File: src/logic/tmc_pkg.sv
package tmc_pkg;

    // register byte addresses on the bus
    localparam logic [3:0] ADDR_CONTROL   = 4'h0;
    localparam logic [3:0] ADDR_COUNT_LOW = 4'h4;
    localparam logic [3:0] ADDR_COUNT_HI  = 4'h8;
    localparam logic [3:0] ADDR_STATUS    = 4'hC;

    // status register fields
    localparam int STATUS_FLAG_BIT   = 0;
    localparam int STATUS_ENABLE_BIT = 1;

    // reset values and count maximum
    localparam logic [7:0]  CONTROL_RESET = 8'h00;
    localparam logic [15:0] COUNT_RESET   = 16'h0000;
    localparam logic [15:0] COUNT_MAX     = 16'hFFFF;

    // compare unit mode that resets the counter
    localparam logic [3:0] MODE_SPECIAL_EVENT = 4'hB;

    // instruction cycle is four system clocks
    localparam logic [1:0] QUARTER_LAST = 2'h3;

    // prescaler terminal counts per select code
    localparam logic [2:0] PRESCALE_LAST_1 = 3'h0;
    localparam logic [2:0] PRESCALE_LAST_2 = 3'h1;
    localparam logic [2:0] PRESCALE_LAST_4 = 3'h3;
    localparam logic [2:0] PRESCALE_LAST_8 = 3'h7;

    // bus responses
    localparam logic [1:0] RESP_OKAY   = 2'h0;
    localparam logic [1:0] RESP_SLVERR = 2'h2;

    typedef enum logic [1:0] {
        TMC_PS_DIV1 = 2'b00,
        TMC_PS_DIV2 = 2'b01,
        TMC_PS_DIV4 = 2'b10,
        TMC_PS_DIV8 = 2'b11
    } tmc_prescale_t;

    // counter control register, bit 7 down to bit 0
    typedef struct packed {
        logic          wideAccessEnable;
        logic          captureTimebaseHi;
        tmc_prescale_t inputPrescaleSelect;
        logic          captureTimebaseLo;
        logic          extClockSyncDisable;
        logic          clockSourceSelect;
        logic          counterRun;
    } tmc_ctrl_t;

    // view of one compare unit
    typedef struct packed {
        logic [3:0] compareModeSelect;
        logic       match;
    } tmc_cmp_t;

endpackage

File: src/logic/tmc_sync2.sv
module tmc_sync2 (
    input  wire logic sys_clk,
    input  wire logic rst,
    input  wire logic asyncIn,
    output logic      syncOut
);
    logic stageOne_reg;

    always_ff @(posedge sys_clk or posedge rst) begin
        if (rst) begin
            stageOne_reg <= 1'b0;
            syncOut      <= 1'b0;
        end else begin
            stageOne_reg <= asyncIn;
            syncOut      <= stageOne_reg;
        end
    end
endmodule // tmc_sync2

File: src/logic/tmc_timer_counter.sv
// Notes on behaviour
// - wide-access bit selects buffered sixteen-bit access
// - timebase select assigns counter to compare units
// - prescale field divides by one, two, four, eight
// - sync-disable chooses raw or synchronised external clock
// - source: instruction cycles or armed external rising edges
// - run bit enables counting, clear holds value
// - oscillator enabled forces port pins input, read zero
// - low-byte read latches high byte into buffer
// - high write fills buffer, low write loads both
// - wide-mode high write never touches real high byte
// - low write clears prescaler, high write not
// - count runs 0000h to FFFFh then wraps
// - wrap sets flag, request only when enabled
// - special event match resets counter as period
// - software write beats simultaneous special reset
// - special reset never sets overflow flag
// - unit two trigger starts enabled converter
//
// The implementer's own choices: the address map and the AXI4-Lite interface to the registers.
module tmc_timer_counter
    import tmc_pkg::*;
(
    input  wire logic                sys_clk,
    input  wire logic                rst,
    // AXI4-Lite slave
    input  wire logic [3:0]          s_axi_awaddr,
    input  wire logic                s_axi_awvalid,
    output logic                     s_axi_awready,
    input  wire logic [31:0]         s_axi_wdata,
    input  wire logic [3:0]          s_axi_wstrb,
    input  wire logic                s_axi_wvalid,
    output logic                     s_axi_wready,
    output logic [1:0]               s_axi_bresp,
    output logic                     s_axi_bvalid,
    input  wire logic                s_axi_bready,
    input  wire logic [3:0]          s_axi_araddr,
    input  wire logic                s_axi_arvalid,
    output logic                     s_axi_arready,
    output logic [31:0]              s_axi_rdata,
    output logic [1:0]               s_axi_rresp,
    output logic                     s_axi_rvalid,
    input  wire logic                s_axi_rready,
    // count sources
    input  wire logic                extCountClockPin,
    input  wire logic                auxOscClock,
    input  wire logic                auxOscillatorEnable,
    // compare units and converter
    input  wire tmc_pkg::tmc_cmp_t   compareUnitOne,
    input  wire tmc_pkg::tmc_cmp_t   compareUnitTwo,
    input  wire logic                adcEnabled,
    output logic                     adcStartConversion,
    output logic                     unitOneUsesCounter,
    output logic                     unitTwoUsesCounter,
    // shared port pins
    input  wire logic [1:0]          portCDirection,
    input  wire logic [1:0]          portCPinIn,
    output logic [1:0]               portCOutputEnable,
    output logic [1:0]               portCReadData,
    // overflow request
    output logic                     overflowIrq
);
    import tmc_pkg::*;

    tmc_ctrl_t    control_reg;
    logic [15:0]  count_reg;
    logic [7:0]   highBuffer_reg;
    logic [2:0]   prescaleCount_reg;
    logic [1:0]   quarter_reg;
    logic [3:0]   awAddr_reg;
    logic [31:0]  wData_reg;
    logic [1:0]   bResp_reg;
    logic [31:0]  rData_reg;
    logic [1:0]   rResp_reg;
    logic [1:0]   portOe_reg;
    logic [1:0]   portRead_reg;
    logic         extRaw_reg, extPrev_reg, edgeArmed_reg, overflowFlag_reg, overflowIrqEnable_reg;
    logic         wLane0_reg, awReady_reg, wReady_reg, bValid_reg, arReady_reg, rValid_reg;
    logic         irq_reg, adcStart_reg, unitOneUses_reg, unitTwoUses_reg;

    logic [2:0]   prescaleLast;
    logic [31:0]  readData_next;
    logic [1:0]   readResp_next;
    logic         extSelected, extSync, extLevel, extRise, extFall, countEdge, countTick;
    logic         doWrite, writeLow, writeHigh, writeControl, writeStatus, readAccept, readLow;
    logic         specialReset, overflowEvent, oneSelected, twoSelected;

    assign extSelected = auxOscillatorEnable ? auxOscClock : extCountClockPin;

    tmc_sync2 tmc_sync2_inst (
        .sys_clk (sys_clk),
        .rst     (rst),
        .asyncIn (extSelected),
        .syncOut (extSync)
    );

    // raw sample for the unsynchronised path; one stage only, metastability accepted
    always_ff @(posedge sys_clk or posedge rst) begin
        if (rst) begin
            extRaw_reg <= 1'b0;
        end else begin
            extRaw_reg <= extSelected;
        end
    end

    assign extLevel = control_reg.extClockSyncDisable ? extRaw_reg : extSync;
    assign extRise  = extLevel & ~extPrev_reg;
    assign extFall  = ~extLevel & extPrev_reg;

    always_ff @(posedge sys_clk or posedge rst) begin
        if (rst) begin
            extPrev_reg <= 1'b0;
        end else begin
            extPrev_reg <= extLevel;
        end
    end

    // rising edges count only after a falling edge has been seen
    always_ff @(posedge sys_clk or posedge rst) begin
        if (rst) begin
            edgeArmed_reg <= 1'b0;
        end else if (!control_reg.clockSourceSelect) begin
            edgeArmed_reg <= 1'b0;
        end else if (extFall) begin
            edgeArmed_reg <= 1'b1;
        end
    end

    // instruction cycle divider
    always_ff @(posedge sys_clk or posedge rst) begin
        if (rst) begin
            quarter_reg <= 2'h0;
        end else begin
            quarter_reg <= quarter_reg + 2'h1;
        end
    end

    assign countEdge = control_reg.clockSourceSelect ? (extRise & edgeArmed_reg)
                                                     : (quarter_reg == QUARTER_LAST);

    always_comb begin
        case (control_reg.inputPrescaleSelect)
            TMC_PS_DIV1: prescaleLast = PRESCALE_LAST_1;
            TMC_PS_DIV2: prescaleLast = PRESCALE_LAST_2;
            TMC_PS_DIV4: prescaleLast = PRESCALE_LAST_4;
            TMC_PS_DIV8: prescaleLast = PRESCALE_LAST_8;
            default:     prescaleLast = PRESCALE_LAST_1;
        endcase
    end

    assign countTick = control_reg.counterRun & countEdge & (prescaleCount_reg == prescaleLast);

    always_ff @(posedge sys_clk or posedge rst) begin
        if (rst) begin
            prescaleCount_reg <= 3'h0;
        end else if (writeLow) begin
            prescaleCount_reg <= 3'h0;
        end else if (control_reg.counterRun && countEdge) begin
            if (prescaleCount_reg >= prescaleLast) begin
                prescaleCount_reg <= 3'h0;
            end else begin
                prescaleCount_reg <= prescaleCount_reg + 3'h1;
            end
        end
    end

    assign oneSelected = control_reg.captureTimebaseHi;
    assign twoSelected = control_reg.captureTimebaseHi | control_reg.captureTimebaseLo;

    assign specialReset = (oneSelected && compareUnitOne.match
                           && compareUnitOne.compareModeSelect == MODE_SPECIAL_EVENT)
                        | (twoSelected && compareUnitTwo.match
                           && compareUnitTwo.compareModeSelect == MODE_SPECIAL_EVENT);

    always_ff @(posedge sys_clk or posedge rst) begin
        if (rst) begin
            unitOneUses_reg <= 1'b0;
            unitTwoUses_reg <= 1'b0;
        end else begin
            unitOneUses_reg <= oneSelected;
            unitTwoUses_reg <= twoSelected;
        end
    end

    always_ff @(posedge sys_clk or posedge rst) begin
        if (rst) begin
            adcStart_reg <= 1'b0;
        end else begin
            adcStart_reg <= adcEnabled && compareUnitTwo.match
                            && compareUnitTwo.compareModeSelect == MODE_SPECIAL_EVENT;
        end
    end

    assign overflowEvent = countTick && (count_reg == COUNT_MAX)
                           && !writeLow && !writeHigh && !specialReset;

    always_ff @(posedge sys_clk or posedge rst) begin
        if (rst) begin
            count_reg <= COUNT_RESET;
        end else if (writeLow) begin
            if (control_reg.wideAccessEnable) begin
                count_reg <= {highBuffer_reg, wData_reg[7:0]};
            end else begin
                count_reg[7:0] <= wData_reg[7:0];
            end
        end else if (writeHigh) begin
            count_reg[15:8] <= wData_reg[7:0];
        end else if (specialReset) begin
            count_reg <= COUNT_RESET;
        end else if (countTick) begin
            count_reg <= count_reg + 16'h0001;
        end
    end

    // high byte buffer for wide access
    always_ff @(posedge sys_clk or posedge rst) begin
        if (rst) begin
            highBuffer_reg <= 8'h00;
        end else if (doWrite && wLane0_reg && awAddr_reg == ADDR_COUNT_HI
                     && control_reg.wideAccessEnable) begin
            highBuffer_reg <= wData_reg[7:0];
        end else if (readLow && control_reg.wideAccessEnable) begin
            highBuffer_reg <= count_reg[15:8];
        end
    end

    // overflow flag: set wins over a clear in the same cycle
    always_ff @(posedge sys_clk or posedge rst) begin
        if (rst) begin
            overflowFlag_reg <= 1'b0;
        end else if (overflowEvent) begin
            overflowFlag_reg <= 1'b1;
        end else if (writeStatus && wData_reg[STATUS_FLAG_BIT]) begin
            overflowFlag_reg <= 1'b0;
        end
    end

    always_ff @(posedge sys_clk or posedge rst) begin
        if (rst) begin
            overflowIrqEnable_reg <= 1'b0;
            irq_reg               <= 1'b0;
        end else begin
            if (writeStatus) begin
                overflowIrqEnable_reg <= wData_reg[STATUS_ENABLE_BIT];
            end
            irq_reg <= overflowFlag_reg & overflowIrqEnable_reg;
        end
    end

    always_ff @(posedge sys_clk or posedge rst) begin
        if (rst) begin
            portOe_reg   <= 2'h0;
            portRead_reg <= 2'h0;
        end else if (auxOscillatorEnable) begin
            portOe_reg   <= 2'h0;
            portRead_reg <= 2'h0;
        end else begin
            portOe_reg   <= ~portCDirection;
            portRead_reg <= portCPinIn;
        end
    end

    assign doWrite      = !awReady_reg && !wReady_reg && !bValid_reg;
    assign writeLow     = doWrite && wLane0_reg && awAddr_reg == ADDR_COUNT_LOW;
    assign writeHigh    = doWrite && wLane0_reg && awAddr_reg == ADDR_COUNT_HI
                          && !control_reg.wideAccessEnable;
    assign writeControl = doWrite && wLane0_reg && awAddr_reg == ADDR_CONTROL;
    assign writeStatus  = doWrite && wLane0_reg && awAddr_reg == ADDR_STATUS;

    always_ff @(posedge sys_clk or posedge rst) begin
        if (rst) begin
            awReady_reg <= 1'b1;
            wReady_reg  <= 1'b1;
            bValid_reg  <= 1'b0;
            bResp_reg   <= RESP_OKAY;
            awAddr_reg  <= 4'h0;
            wData_reg   <= 32'h00000000;
            wLane0_reg  <= 1'b0;
        end else begin
            if (s_axi_awvalid && awReady_reg) begin
                awAddr_reg  <= s_axi_awaddr;
                awReady_reg <= 1'b0;
            end
            if (s_axi_wvalid && wReady_reg) begin
                wData_reg  <= s_axi_wdata;
                wLane0_reg <= s_axi_wstrb[0];
                wReady_reg <= 1'b0;
            end
            if (doWrite) begin
                bValid_reg <= 1'b1;
                bResp_reg  <= (awAddr_reg[1:0] == 2'h0) ? RESP_OKAY : RESP_SLVERR;
            end
            if (bValid_reg && s_axi_bready) begin
                bValid_reg  <= 1'b0;
                awReady_reg <= 1'b1;
                wReady_reg  <= 1'b1;
            end
        end
    end

    always_ff @(posedge sys_clk or posedge rst) begin
        if (rst) begin
            control_reg <= tmc_ctrl_t'(CONTROL_RESET);
        end else if (writeControl) begin
            control_reg <= tmc_ctrl_t'(wData_reg[7:0]);
        end
    end

    assign readAccept = s_axi_arvalid && arReady_reg;
    assign readLow    = readAccept && s_axi_araddr == ADDR_COUNT_LOW;

    always_comb begin
        readData_next = 32'h00000000;
        readResp_next = RESP_OKAY;
        case (s_axi_araddr)
            ADDR_CONTROL:   readData_next[7:0] = control_reg;
            ADDR_COUNT_LOW: readData_next[7:0] = count_reg[7:0];
            ADDR_COUNT_HI:  readData_next[7:0] = control_reg.wideAccessEnable ? highBuffer_reg
                                                                              : count_reg[15:8];
            ADDR_STATUS: begin
                readData_next[STATUS_FLAG_BIT]   = overflowFlag_reg;
                readData_next[STATUS_ENABLE_BIT] = overflowIrqEnable_reg;
            end
            default:        readResp_next = RESP_SLVERR;
        endcase
    end

    always_ff @(posedge sys_clk or posedge rst) begin
        if (rst) begin
            arReady_reg <= 1'b1;
            rValid_reg  <= 1'b0;
            rData_reg   <= 32'h00000000;
            rResp_reg   <= RESP_OKAY;
        end else begin
            if (readAccept) begin
                arReady_reg <= 1'b0;
                rValid_reg  <= 1'b1;
                rData_reg   <= readData_next;
                rResp_reg   <= readResp_next;
            end
            if (rValid_reg && s_axi_rready) begin
                rValid_reg  <= 1'b0;
                arReady_reg <= 1'b1;
            end
        end
    end

    assign s_axi_awready      = awReady_reg;
    assign s_axi_wready       = wReady_reg;
    assign s_axi_bvalid       = bValid_reg;
    assign s_axi_bresp        = bResp_reg;
    assign s_axi_arready      = arReady_reg;
    assign s_axi_rvalid       = rValid_reg;
    assign s_axi_rdata        = rData_reg;
    assign s_axi_rresp        = rResp_reg;
    assign overflowIrq        = irq_reg;
    assign adcStartConversion = adcStart_reg;
    assign unitOneUsesCounter = unitOneUses_reg;
    assign unitTwoUsesCounter = unitTwoUses_reg;
    assign portCOutputEnable  = portOe_reg;
    assign portCReadData      = portRead_reg;

endmodule // tmc_timer_counter

File: config.mk
export PLATFORM = sky130hd
export DESIGN_NAME = tmc_timer_counter
export DESIGN_NICKNAME = d
export VERILOG_FILES = /design/src/logic/tmc_pkg.sv /design/src/logic/tmc_sync2.sv /design/src/logic/tmc_timer_counter.sv
export SDC_FILE = /design/constraint.sdc
export NUM_CORES = 1
export LEC_CHECK = 0
export ABC_AREA = 1
export CELL_PAD_IN_SITES_DETAIL_PLACEMENT = 0
export CELL_PAD_IN_SITES_GLOBAL_PLACEMENT = 1
export CORE_UTILIZATION = 46
export DETAILED_ROUTE_END_ITERATION = 12
export DONT_BUFFER_PORTS = 1
export GPL_ROUTABILITY_DRIVEN = 0
export PLACE_DENSITY_LB_ADDON = 0.1
export RECOVER_POWER = 50
export SYNTH_ARGS = -nofsm -noshare
export SYNTH_HDL_FRONTEND = slang
export SYNTH_SLANG_ARGS = --single-unit
File: constraint.sdc
create_clock -name sys_clk -period 2.5 [get_ports sys_clk]
set_input_delay 0.25 -clock sys_clk [delete_from_list [all_inputs] [get_ports sys_clk]]
set_output_delay 0.25 -clock sys_clk [all_outputs]
set_load 0.01 [all_outputs]
==> results of run 1 <==
## layer usage
metal  global-route usage  vias to the layer above  part of all wire
li1                     -                     1796                 -
met1                0.331                     1661              0.46
met2                0.359                      144              0.44
met3               0.0425                       21             0.075
met4               0.0892                        0             0.023
met5                    0                        -                 0
## cells by family after synthesis
family                     count (synthesis)  synth area share
xor gates and xnor gates                   6            0.0118
and+or+nand+nor                          272             0.275
AOI/OAI and AO/OA                         85             0.116
buffers and inverters                    114             0.123
adders and majority gates                  6            0.0169
DFF                                       79             0.446
muxes                                      4            0.0101
other                                      1          0.000844
## synth_stat cells, types with 2 or more instances
cell / count
a21oi_1: 17
buf_2: 4
buf_4: 26
buf_6: 2
clkbuf_1: 5
dfrtp_1: 76
dfstp_2: 3
ha_1: 6
inv_1: 75
mux2_2: 4
nand2_1: 151
nand2_2: 2
nand3_1: 43
nand3_2: 3
nand4_1: 7
nor2_1: 52
nor2_4: 2
nor2_8: 2
nor3_1: 3
o211ai_1: 4
o21ai_0: 40
o21ai_1: 3
o21ai_2: 8
o221ai_1: 9
o22ai_1: 3
xor2_1: 6
## layout by cell type (no fill, tap or decap), drive strengths merged, types with 4 or more instances in the layout
| cell type | netlist | layout |
|---|---|---|
| clkbuf | 6 | 10 |
| mux2 | 4 | 4 |
| o221ai | 9 | 9 |
| inv | 76 | 78 |
| xor2 | 6 | 6 |
| nor2 | 57 | 57 |
| nand4 | 7 | 7 |
| ha | 6 | 6 |
| dfrtp | 76 | 76 |
| conb | 1 | 26 |
| a21oi | 18 | 18 |
| o211ai | 4 | 4 |
| nand2 | 154 | 154 |
| dlygate4sd3 | 0 | 12 |
| nand3 | 47 | 47 |
| o21ai | 51 | 51 |
## final cells by class
class	instances	share of cell area
Inverter	76	0.0598
Tap cell	129	0.0338
Clock inverter	7	0.0147
Sequential cell	79	0.415
Multi-Input combinational cell	399	0.419
Timing Repair Buffer	15	0.0317
Clock buffer	9	0.0260
## power groups by stage
stage	sequential, W	clock [W]	combinational, W
detailed placement	0.00221	0	0.00162
CTS	0.00219	0.000993	0.00164
global route	0.00224	0.00103	0.00187
floorplan	0.00207	0	0.00131
global placement	0.00219	0	0.00159
finish	0.00218	0.000976	0.00164
## critical path: stages, from the launching register on
cell     delay, ns
dfstp_1       0.62
nor2_1        0.12
nand3_4       0.14
nor2_8        0.09
nor2_8        0.28
nand3_2       0.33
inv_1         0.20
nand2_1       0.07
nand2_1       0.06
inv_1         0.03
## final timing paths
path / cells after the start / from / slack [ns] / end
min reg2reg: 0 / extRaw_reg / 0.39 / tmc_sync2_inst.syncOut
min in group asynchronous: 2 / rst / 0.83 / awAddr_reg[1]
max: 9 / s_axi_wready / 0.44 / count_reg[8]
max reg2reg: 9 / s_axi_wready / 0.44 / count_reg[8]
min: 2 / s_axi_bready / 0.03 / s_axi_awready
max in group asynchronous: 3 / rst / 0.70 / s_axi_wready
## stage by stage
step	util	hold slack (ns)	cell area, sq um	setup WS (ns)	instances
6_report	0.514	0.0253	4770	0.436	714
5_1_grt	0.514	0.0207	4770	0.263	714
4_1_cts	0.515	0.0143	4780	0.435	714
3_5_place_dp	0.482	0.289	4470	0.462	686
3_3_place_gp	0.482	0.274	4470	0.492	686
2_1_floorplan	-	0.311	4530	0.232	592
## timing repair
item | CTS | global route
setup buffers | 0 | 0
endpoints found under the hold margin | 48 | 0
hold buffers | 12 | 0
gates resized for setup | 0 | 0
endpoints found under the setup margin | 0 | 0
==> flow_summary.yaml, run 1 <==
worst_setup_path:
  arrival_ns: 2.32
  required_ns: 2.75
  cp-end-kind: "flop"
  worstSetupStartpointType: "flop"
  crit_fanout: 16
  crit_type: "reg -> reg"
synthesis:
  synth_top_area_share: 0.428
  synth_area_per_cell_sq_um: 7.83
  async_flop_share: 1.00
  synthDistinctLibCells: 37
  synth_cells: 567
  yosysWarnings: 0
  synth_enable_flop_cells: 0
  synth_area_leaders: "dfrtp_1 43%, nand2_1 13%, inv_1 6.3%"
  yosys_most_used_dff: "dfrtp_1"
  yosys.area.top_type: "dfrtp_1"
  seq_area_frac_synth: 0.446
  synthesis.area_sq_um: 4440
  synth_seq_cells: 79
floorplanning:
  die_area_sq_um: 10100
  initial_core_util: 0.478
  fp.dieH_microns: 100
  core_sq_um: 9280
  rows: 35
  ios: 118
  die_x_microns: 100
clocking:
  clock-sinks: 79
  clock_path_buffers: 2
  clkSlewWorstSetupHoldPaths_ns: 0.09
  insertion_delay_ns: 0.36
  root_buffer: "clkbuf_8"
  cts_htree_levels: 3
  cts_tree: "yes"
  cts-buffers-inserted: 9
power_and_ir_drop:
  intPower_w: 0.00272
  p_comb_frac: 0.342
  peakVddDrop_v: 0.000471
  power_leakage_nw: 2.42
  seqPwrFrac: 0.454
  p_switching_w: 0.00206
  power.density_nw_per_um2: 1000
  p_sw_frac: 0.431
  p_total_w: 0.00479
  clock_power_share: 0.204
route:
  drt_iter0_markers: 228
  wl_microns: 11100
  drc_errors: 0
  antenna_left: 0
  drtPass1Iterations: 5
  vias_per_cell: 5.07
  vias: 3622
  wl_per_cell_microns: 15.5
final_layout:
  final-seq-area_sq_um: 1980
  num-fill-cells: 962
  fin_nets: 655
  layout-drive-gt1-share: 0.0769
  multi_input_area_sq_um: 2000
  antennaDiodeCount: 0
  largest_reg_flops: 16
  syn_to_final_growth_pct: 7.47
grt:
  antenna_found_initial: 0
  grt_usage: 0.235
  grt_max_degree: 43
  overflow: 0
  grt_pass1_vias: 3391
  grt_pass1_wl_microns: 17700
min_path:
  hold_path_class: "in -> reg"
place:
  port_buffers: 0
  hpwl_microns: 8110
outcome:
  failed_checks: "capacitance limit, slew limit"
  status: "finished with violations"
timing:
  final_max_slew_viol_count: 42
  slew-limit-headroom: -0.0853
  setup_viol: 0
  fin_skew_ns: 0.0106
  min_period_ns: 2.06
  finalHoldViolations: 0
  fmax_mhz: 484
  setup_tns_ns: 0
  tightest_slew_ns: 1.63
  finalCritPeriodShare: 0.826
  rsz0062_at_grt: "false"
job:
  maxCapViolations: 1
Power figures use the tool's default switching activity.
==> run 2, diff against run 1 <==
--- a/config.mk
+++ b/config.mk
@@ -5,10 +5,10 @@
 export SDC_FILE = /design/constraint.sdc
 export NUM_CORES = 1
 export LEC_CHECK = 0
-export ABC_AREA = 1
+export ABC_AREA = 0
 export CELL_PAD_IN_SITES_DETAIL_PLACEMENT = 0
 export CELL_PAD_IN_SITES_GLOBAL_PLACEMENT = 1
-export CORE_UTILIZATION = 46
+export CORE_UTILIZATION = 44
 export DETAILED_ROUTE_END_ITERATION = 12
 export DONT_BUFFER_PORTS = 1
 export GPL_ROUTABILITY_DRIVEN = 0
==> constraint.sdc (replaced) <==
create_clock -name sys_clk -period 1.7 [get_ports sys_clk]
set_input_delay 0.17 -clock sys_clk [delete_from_list [all_inputs] [get_ports sys_clk]]
set_output_delay 0.17 -clock sys_clk [all_outputs]
set_load 0.01 [all_outputs]
==> run 2 against run 1 <==
The run ends with DRC, setup timing left. Clock power up 74%. Count of clock-buffer cells in the layout grew 2. Largest cell class unchanged. Synthesized cell count decreased by 23%. Register-to-register slack got worse by 0.83 ns. Critical endpoint is now prescaleCount_reg[2]. Global-route usage up 3.6 points. Non-clock buffer count rose by 126. Largest power group is now combinational cells. First-iteration DRC count shrank 35%. Clock skew about the same.
==> flow_summary.yaml, run 2 <==
floorplanning:
  rows: 36
  ios: 118
  die_x_microns: 102
  core_sq_um: 9730
  initial_core_util: 0.452
  die_area_sq_um: 10400
  fp.dieH_microns: 102
synthesis:
  yosysWarnings: 0
  synth_top_area_share: 0.432
  synthesis.area_sq_um: 4400
  synthDistinctLibCells: 66
  synth-compound-area-share: 0.177
  synth_top_family_by_area: "compound AO/OA/AOI/OAI gates"
  synthSimpleGateAreaFrac: 0.158
  synth.mux.area_fraction: 0.115
  ys_top_cells_by_count: "76 x dfrtp_1, 32 x nand2_1, 28 x a21oi_1, 28 x nor2_1, 26 x buf_4"
  synth_area_leaders: "dfrtp_1 43%, buf_4 4.4%, mux2_2 4.4%"
  synth.most_common_cell: "dfrtp_1"
  yosys_most_used_dff: "dfrtp_1"
  seq_area_frac_synth: 0.450
  async_flop_share: 1.00
  synth_area_per_cell_sq_um: 10.1
  synth_seq_cells: 79
  synth_cells: 435
  synthAdderAreaFrac: 0.0171
  yosys.area.top_type: "dfrtp_1"
  synth-xor-area-share: 0
  synth_enable_flop_cells: 0
power_and_ir_drop:
  seqPwrFrac: 0.331
  peakVddDrop_v: 0.000757
  power_leakage_nw: 2.67
  p_sw_frac: 0.362
  p_comb_frac: 0.487
  clock_power_share: 0.182
  p_switching_w: 0.00338
  intPower_w: 0.00597
  power.density_nw_per_um2: 1510
worst_setup_path:
  reg2reg_to: "prescaleCount_reg[2]"
  crit_type: "reg -> reg"
  rr_startpoint: "control_reg[5]"
  crit_fanout: 2
  arrival_ns: 2.38
  required_ns: 1.98
  r2r_setup_slack_ns: -0.40
  worstSetupStartpointType: "flop"
  crit_start: "control_reg[5]"
  cp-end-kind: "flop"
  worst-r2r-cell-count: 7
  cp-endpoint: "prescaleCount_reg[2]"
place:
  hpwl_microns: 9150
  port_buffers: 0
final_layout:
  layout-drive-gt1-share: 0.372
  final_common_cell: "buf_4"
  final_cell_mix: "84 x buf_4, 76 x dfrtp_1, 32 x dlygate4sd3_1"
  antennaDiodeCount: 0
  fin_nets: 640
  syn_to_final_growth_pct: 40.8
  num-fill-cells: 809
  largest_reg_flops: 16
timing:
  rsz0062_at_grt: "true"
  tightest_slew_ns: 1.19
  setup_ws_ns: -0.396
  slew-limit-headroom: 0.205
  setup_viol: 37
  fmax_mhz: 477
  setup_tns_ns: -7.56
  finalHoldViolations: 0
  final_max_slew_viol_count: 0
  fin_skew_ns: 0.0103
  hold-worst-slack_ns: 0.0298
  min_period_ns: 2.10
  finalCritPeriodShare: 1.23
clocking:
  clock-sinks: 79
  root_buffer: "clkbuf_8"
  clock_path_buffers: 2
  clkSlewWorstSetupHoldPaths_ns: 0.08
  insertion_delay_ns: 0.37
  cts_htree_levels: 3
  cts_tree: "yes"
  cts-buffers-inserted: 9
grt:
  antenna_found_initial: 0
  grt_max_degree: 29
  grt_pass1_vias: 3983
  grt_usage: 0.270
  grt_pass1_wl_microns: 20700
  overflow: 0
route:
  wl_microns: 12900
  drt_iter0_markers: 148
  antenna_left: 0
  vias_per_cell: 5.59
  wl_per_cell_microns: 18.4
  vias: 3929
  drc_errors: 1
  drtPass1Iterations: 8
outcome:
  failed_checks: "DRC, setup timing"
  status: "finished with violations"
job:
  maxCapViolations: 0
min_path:
  hold_path_class: "in -> reg"
run 2: worst min path at each step:
| stage | from | endpoint | cells after the start |
|---|---|---|---|
| 2_1_floorplan | portCDirection[0] | portCOutputEnable[0] | 1 |
| 6_report | s_axi_araddr[2] | s_axi_rdata[6] | 3 |
| 5_1_grt | s_axi_araddr[2] | s_axi_rdata[6] | 3 |
| 4_1_cts | s_axi_araddr[2] | s_axi_rdata[6] | 3 |
| 3_5_place_dp | rst | portCReadData[1] | 1 |
| 3_3_place_gp | rst | portCReadData[1] | 1 |
run 2: layer usage:
metal	wire length, microns	global-route usage	vias up
met2	6270	0.446	150
met3	732	0.0424	35
met1	5390	0.332	1937
met5	0	0	-
met4	555	0.167	0
li1	-	-	1807
run 2: repair_timing:
| action | 4_1_cts | 5_1_grt |
|---|---|---|
| hold buffers | 33 | 0 |
| buffers inserted | 18 | 5 |
| pin swaps | 38 | 22 |
| setup endpoints to repair | 39 | 39 |
| cloned | 2 | 1 |
| hold endpoints to repair | 48 | 0 |
| resized for setup | 52 | 25 |
run 2: area by class of cell:
class	instances	area, sq um	area share
Inverter	14	53.8	0.00869
Clock buffer	11	131	0.0212
Tap cell	133	166	0.0269
Clock inverter	5	106	0.0172
Sequential cell	79	1980	0.320
Timing Repair Buffer	141	1240	0.200
Multi-Input combinational cell	320	2510	0.406
run 2: power groups by stage:
stage	sequential [W]	clock, W	combinational, W
global route	0.00318	0.00181	0.00490
global placement	0.00309	0	0.00349
floorplan	0.00302	0	0.00213
detailed placement	0.00311	0	0.00355
CTS	0.00309	0.00173	0.00439
finish	0.00310	0.00170	0.00455
run 2: cells by family after synthesis:
family | Yosys count
other | 1
adder cells (fa/ha/maj) | 6
AO/OA/AOI/OAI | 114
AND/OR/NAND/NOR | 129
flip-flops | 79
buffers and inverters | 64
multiplexers | 42
run 2: stage by stage:
step | power (W) | instance area [sq um] | util | setup WS (ns) | std cells
finish | 0.00935 | 6190 | 0.636 | -0.396 | 703
global route | 0.00988 | 6190 | 0.636 | -0.443 | 703
CTS | 0.00920 | 6090 | 0.626 | -0.401 | 700
detailed placement | 0.00666 | 5160 | 0.531 | -0.463 | 631
global placement | 0.00657 | 5160 | 0.531 | -0.383 | 631
floorplan | 0.00515 | 4640 | - | -0.397 | 460
run 2: critical path, cell delays in order, from the launching register on:
cell and delay [ns]:
dfrtp_1 0.38, or2_4 0.26, ha_4 0.24, nand2b_4 0.13, a21o_1 0.17, a21o_1 0.18
or4b_4 0.48, a31oi_1 0.18
==> run 3, diff against run 2 <==
--- a/config.mk
+++ b/config.mk
@@ -14,6 +14,7 @@
 export GPL_ROUTABILITY_DRIVEN = 0
 export PLACE_DENSITY_LB_ADDON = 0.1
 export RECOVER_POWER = 50
+export SETUP_SLACK_MARGIN = 0.15
 export SYNTH_ARGS = -nofsm -noshare
 export SYNTH_HDL_FRONTEND = slang
 export SYNTH_SLANG_ARGS = --single-unit
==> run 3 against run 2 <==
The run ends with setup timing left. Flip-flop and latch count did not move. Critical path type unchanged. Register-to-register slack better by 0.08 ns. Cell count fell by 0.71%. Setup slack improved by 0.076 ns. Sequential power increased by 3%. Die area stayed put. Worst hold slack improved by 0.0042 ns. Count of clock-buffer cells in the layout unchanged.
==> flow_summary.yaml, run 3 (same netlist as run 2, synthesis figures left out) <==
final_layout:
  largest_reg_flops: 16
  final_common_cell: "buf_4"
  final-seq-area_sq_um: 1980
  layout-drive-gt1-share: 0.405
  syn_to_final_growth_pct: 42.8
  multi_input_area_sq_um: 2650
  stdcell_count: 698
  fin_nets: 635
  antennaDiodeCount: 0
  final_cell_mix: "78 x buf_4, 75 x dfrtp_1, 34 x dlygate4sd3_1"
  num-fill-cells: 801
worst_setup_path:
  required_ns: 1.98
  cp-end-kind: "flop"
  worstSetupStartpointType: "flop"
  crit_fanout: 2
  arrival_ns: 2.30
  crit_type: "reg -> reg"
min_path:
  hold_path_class: "in -> reg"
power_and_ir_drop:
  power.density_nw_per_um2: 1450
  peakVddDrop_v: 0.000755
  p_total_w: 0.00913
  power_leakage_nw: 2.67
floorplanning:
  initial_core_util: 0.452
  rows: 36
  ios: 118
  die_x_microns: 102
  core_sq_um: 9730
  die_area_sq_um: 10400
  fp.dieH_microns: 102
route:
  vias_per_cell: 5.56
  drt_iter0_markers: 153
  wl_microns: 13200
  vias: 3879
  antenna_left: 0
  drc_errors: 0
  drtPass1Iterations: 5
  wl_per_cell_microns: 18.9
timing:
  finalHoldViolations: 0
  setup_viol: 37
  final_max_slew_viol_count: 0
  fmax_mhz: 495
  min_period_ns: 2.02
  tightest_slew_ns: 1.17
  fin_skew_ns: 0.0126
  rsz0062_at_grt: "true"
  setup_ws_ns: -0.320
  finalCritPeriodShare: 1.19
  slew-limit-headroom: 0.220
grt:
  overflow: 0
  grt_usage: 0.265
  grt_max_degree: 46
  antenna_found_initial: 0
  grt_pass1_vias: 3869
  grt_pass1_wl_microns: 20400
clocking:
  clock_path_buffers: 2
  cts-buffers-inserted: 9
  cts_tree: "yes"
  root_buffer: "clkbuf_8"
  clock-sinks: 79
  cts_htree_levels: 3
  clkSlewWorstSetupHoldPaths_ns: 0.08
  insertion_delay_ns: 0.36
place:
  hpwl_microns: 9030
  port_buffers: 0
  dp.cells: 630
outcome:
  failed_checks: "setup timing"
  status: "finished with violations"
job:
  maxCapViolations: 0
-- run 3: changes by cell type in the layout (fill, tap and decap cells not counted), sizes merged --
| cell | delta |
|---|---|
| clkinv | +1 |
| nor2 | -1 |
| clkinvlp | +1 |
| clkbuf | +3 |
| buf | -9 |
| dlygate4sd3 | +2 |
| bufinv | -2 |
-- run 3: repair_timing --
| action | in CTS | in global routing |
|---|---|---|
| cloned | 2 | 2 |
| pin swaps | 16 | 33 |
| endpoints found under the hold margin | 101 | 0 |
| setup endpoints to repair | 44 | 45 |
| resized for setup | 41 | 66 |
| hold buffers | 34 | 0 |
| setup buffers | 8 | 6 |
-- run 3: final timing paths --
| kind | from | endpoint | depth (start not counted) | slack (ns) |
|---|---|---|---|---|
| worst max-delay path | control_reg[4] | prescaleCount_reg[2] | 7 | -0.32 |
| worst min-delay path | s_axi_araddr[2] | s_axi_rdata[3] | 3 | 0.03 |
| worst max register to register | control_reg[4] | prescaleCount_reg[2] | 7 | -0.32 |
| worst min register to register | extRaw_reg | tmc_sync2_inst.syncOut | 0 | 0.38 |
| max in group asynchronous | rst | awAddr_reg[3] | 3 | 0.22 |
| min in group asynchronous | rst | portCOutputEnable[1] | 3 | 0.55 |
-- run 3: area by class of cell --
type	count	share of cell area
multi-input cells	319	0.422
repair buffers	137	0.197
flip-flops and latches	79	0.316
inverters	14	0.00896
well taps	133	0.0265
clock buffers	11	0.0209
clock inverters	5	0.00936
-- run 3: layer usage --
layer | part of all wire | up-vias | track usage
li1 | - | 1793 | -
met1 | 0.43 | 1931 | 0.341
met2 | 0.49 | 129 | 0.443
met3 | 0.050 | 26 | 0.0492
met4 | 0.029 | 0 | 0.100
met5 | 0 | - | 0
-- run 3: critical path: stages, from the launching register on --
cell and delay (ns):
dfrtp_1 0.39, or2_4 0.26, ha_4 0.21, nand2b_4 0.13, a21o_1 0.15, a21o_1 0.18, or4b_4 0.48, a31oi_1 0.16
-- run 3: power breakdown --
group / internal [W] / switching [W]
logic: 0.00251 / 0.00205
clock network: 0.000680 / 0.000715
registers: 0.00250 / 0.000682
-- run 3: through the flow --
| stage | TNS [ns] | cell area [sq um] | utilization | hold slack (ns) | setup WS, ns |
|---|---|---|---|---|---|
| 2_1_floorplan | -5.30 | 4680 | - | 0.231 | -0.397 |
| 3_3_place_gp | -7.15 | 5170 | 0.531 | 0.191 | -0.393 |
| 3_5_place_dp | -8.09 | 5170 | 0.531 | 0.195 | -0.423 |
| 4_1_cts | -5.72 | 5920 | 0.609 | 0.0526 | -0.357 |
| 5_1_grt | -8.54 | 6280 | 0.646 | 0.0451 | -0.370 |
| 6_report | -6.12 | 6280 | 0.646 | 0.0341 | -0.320 |
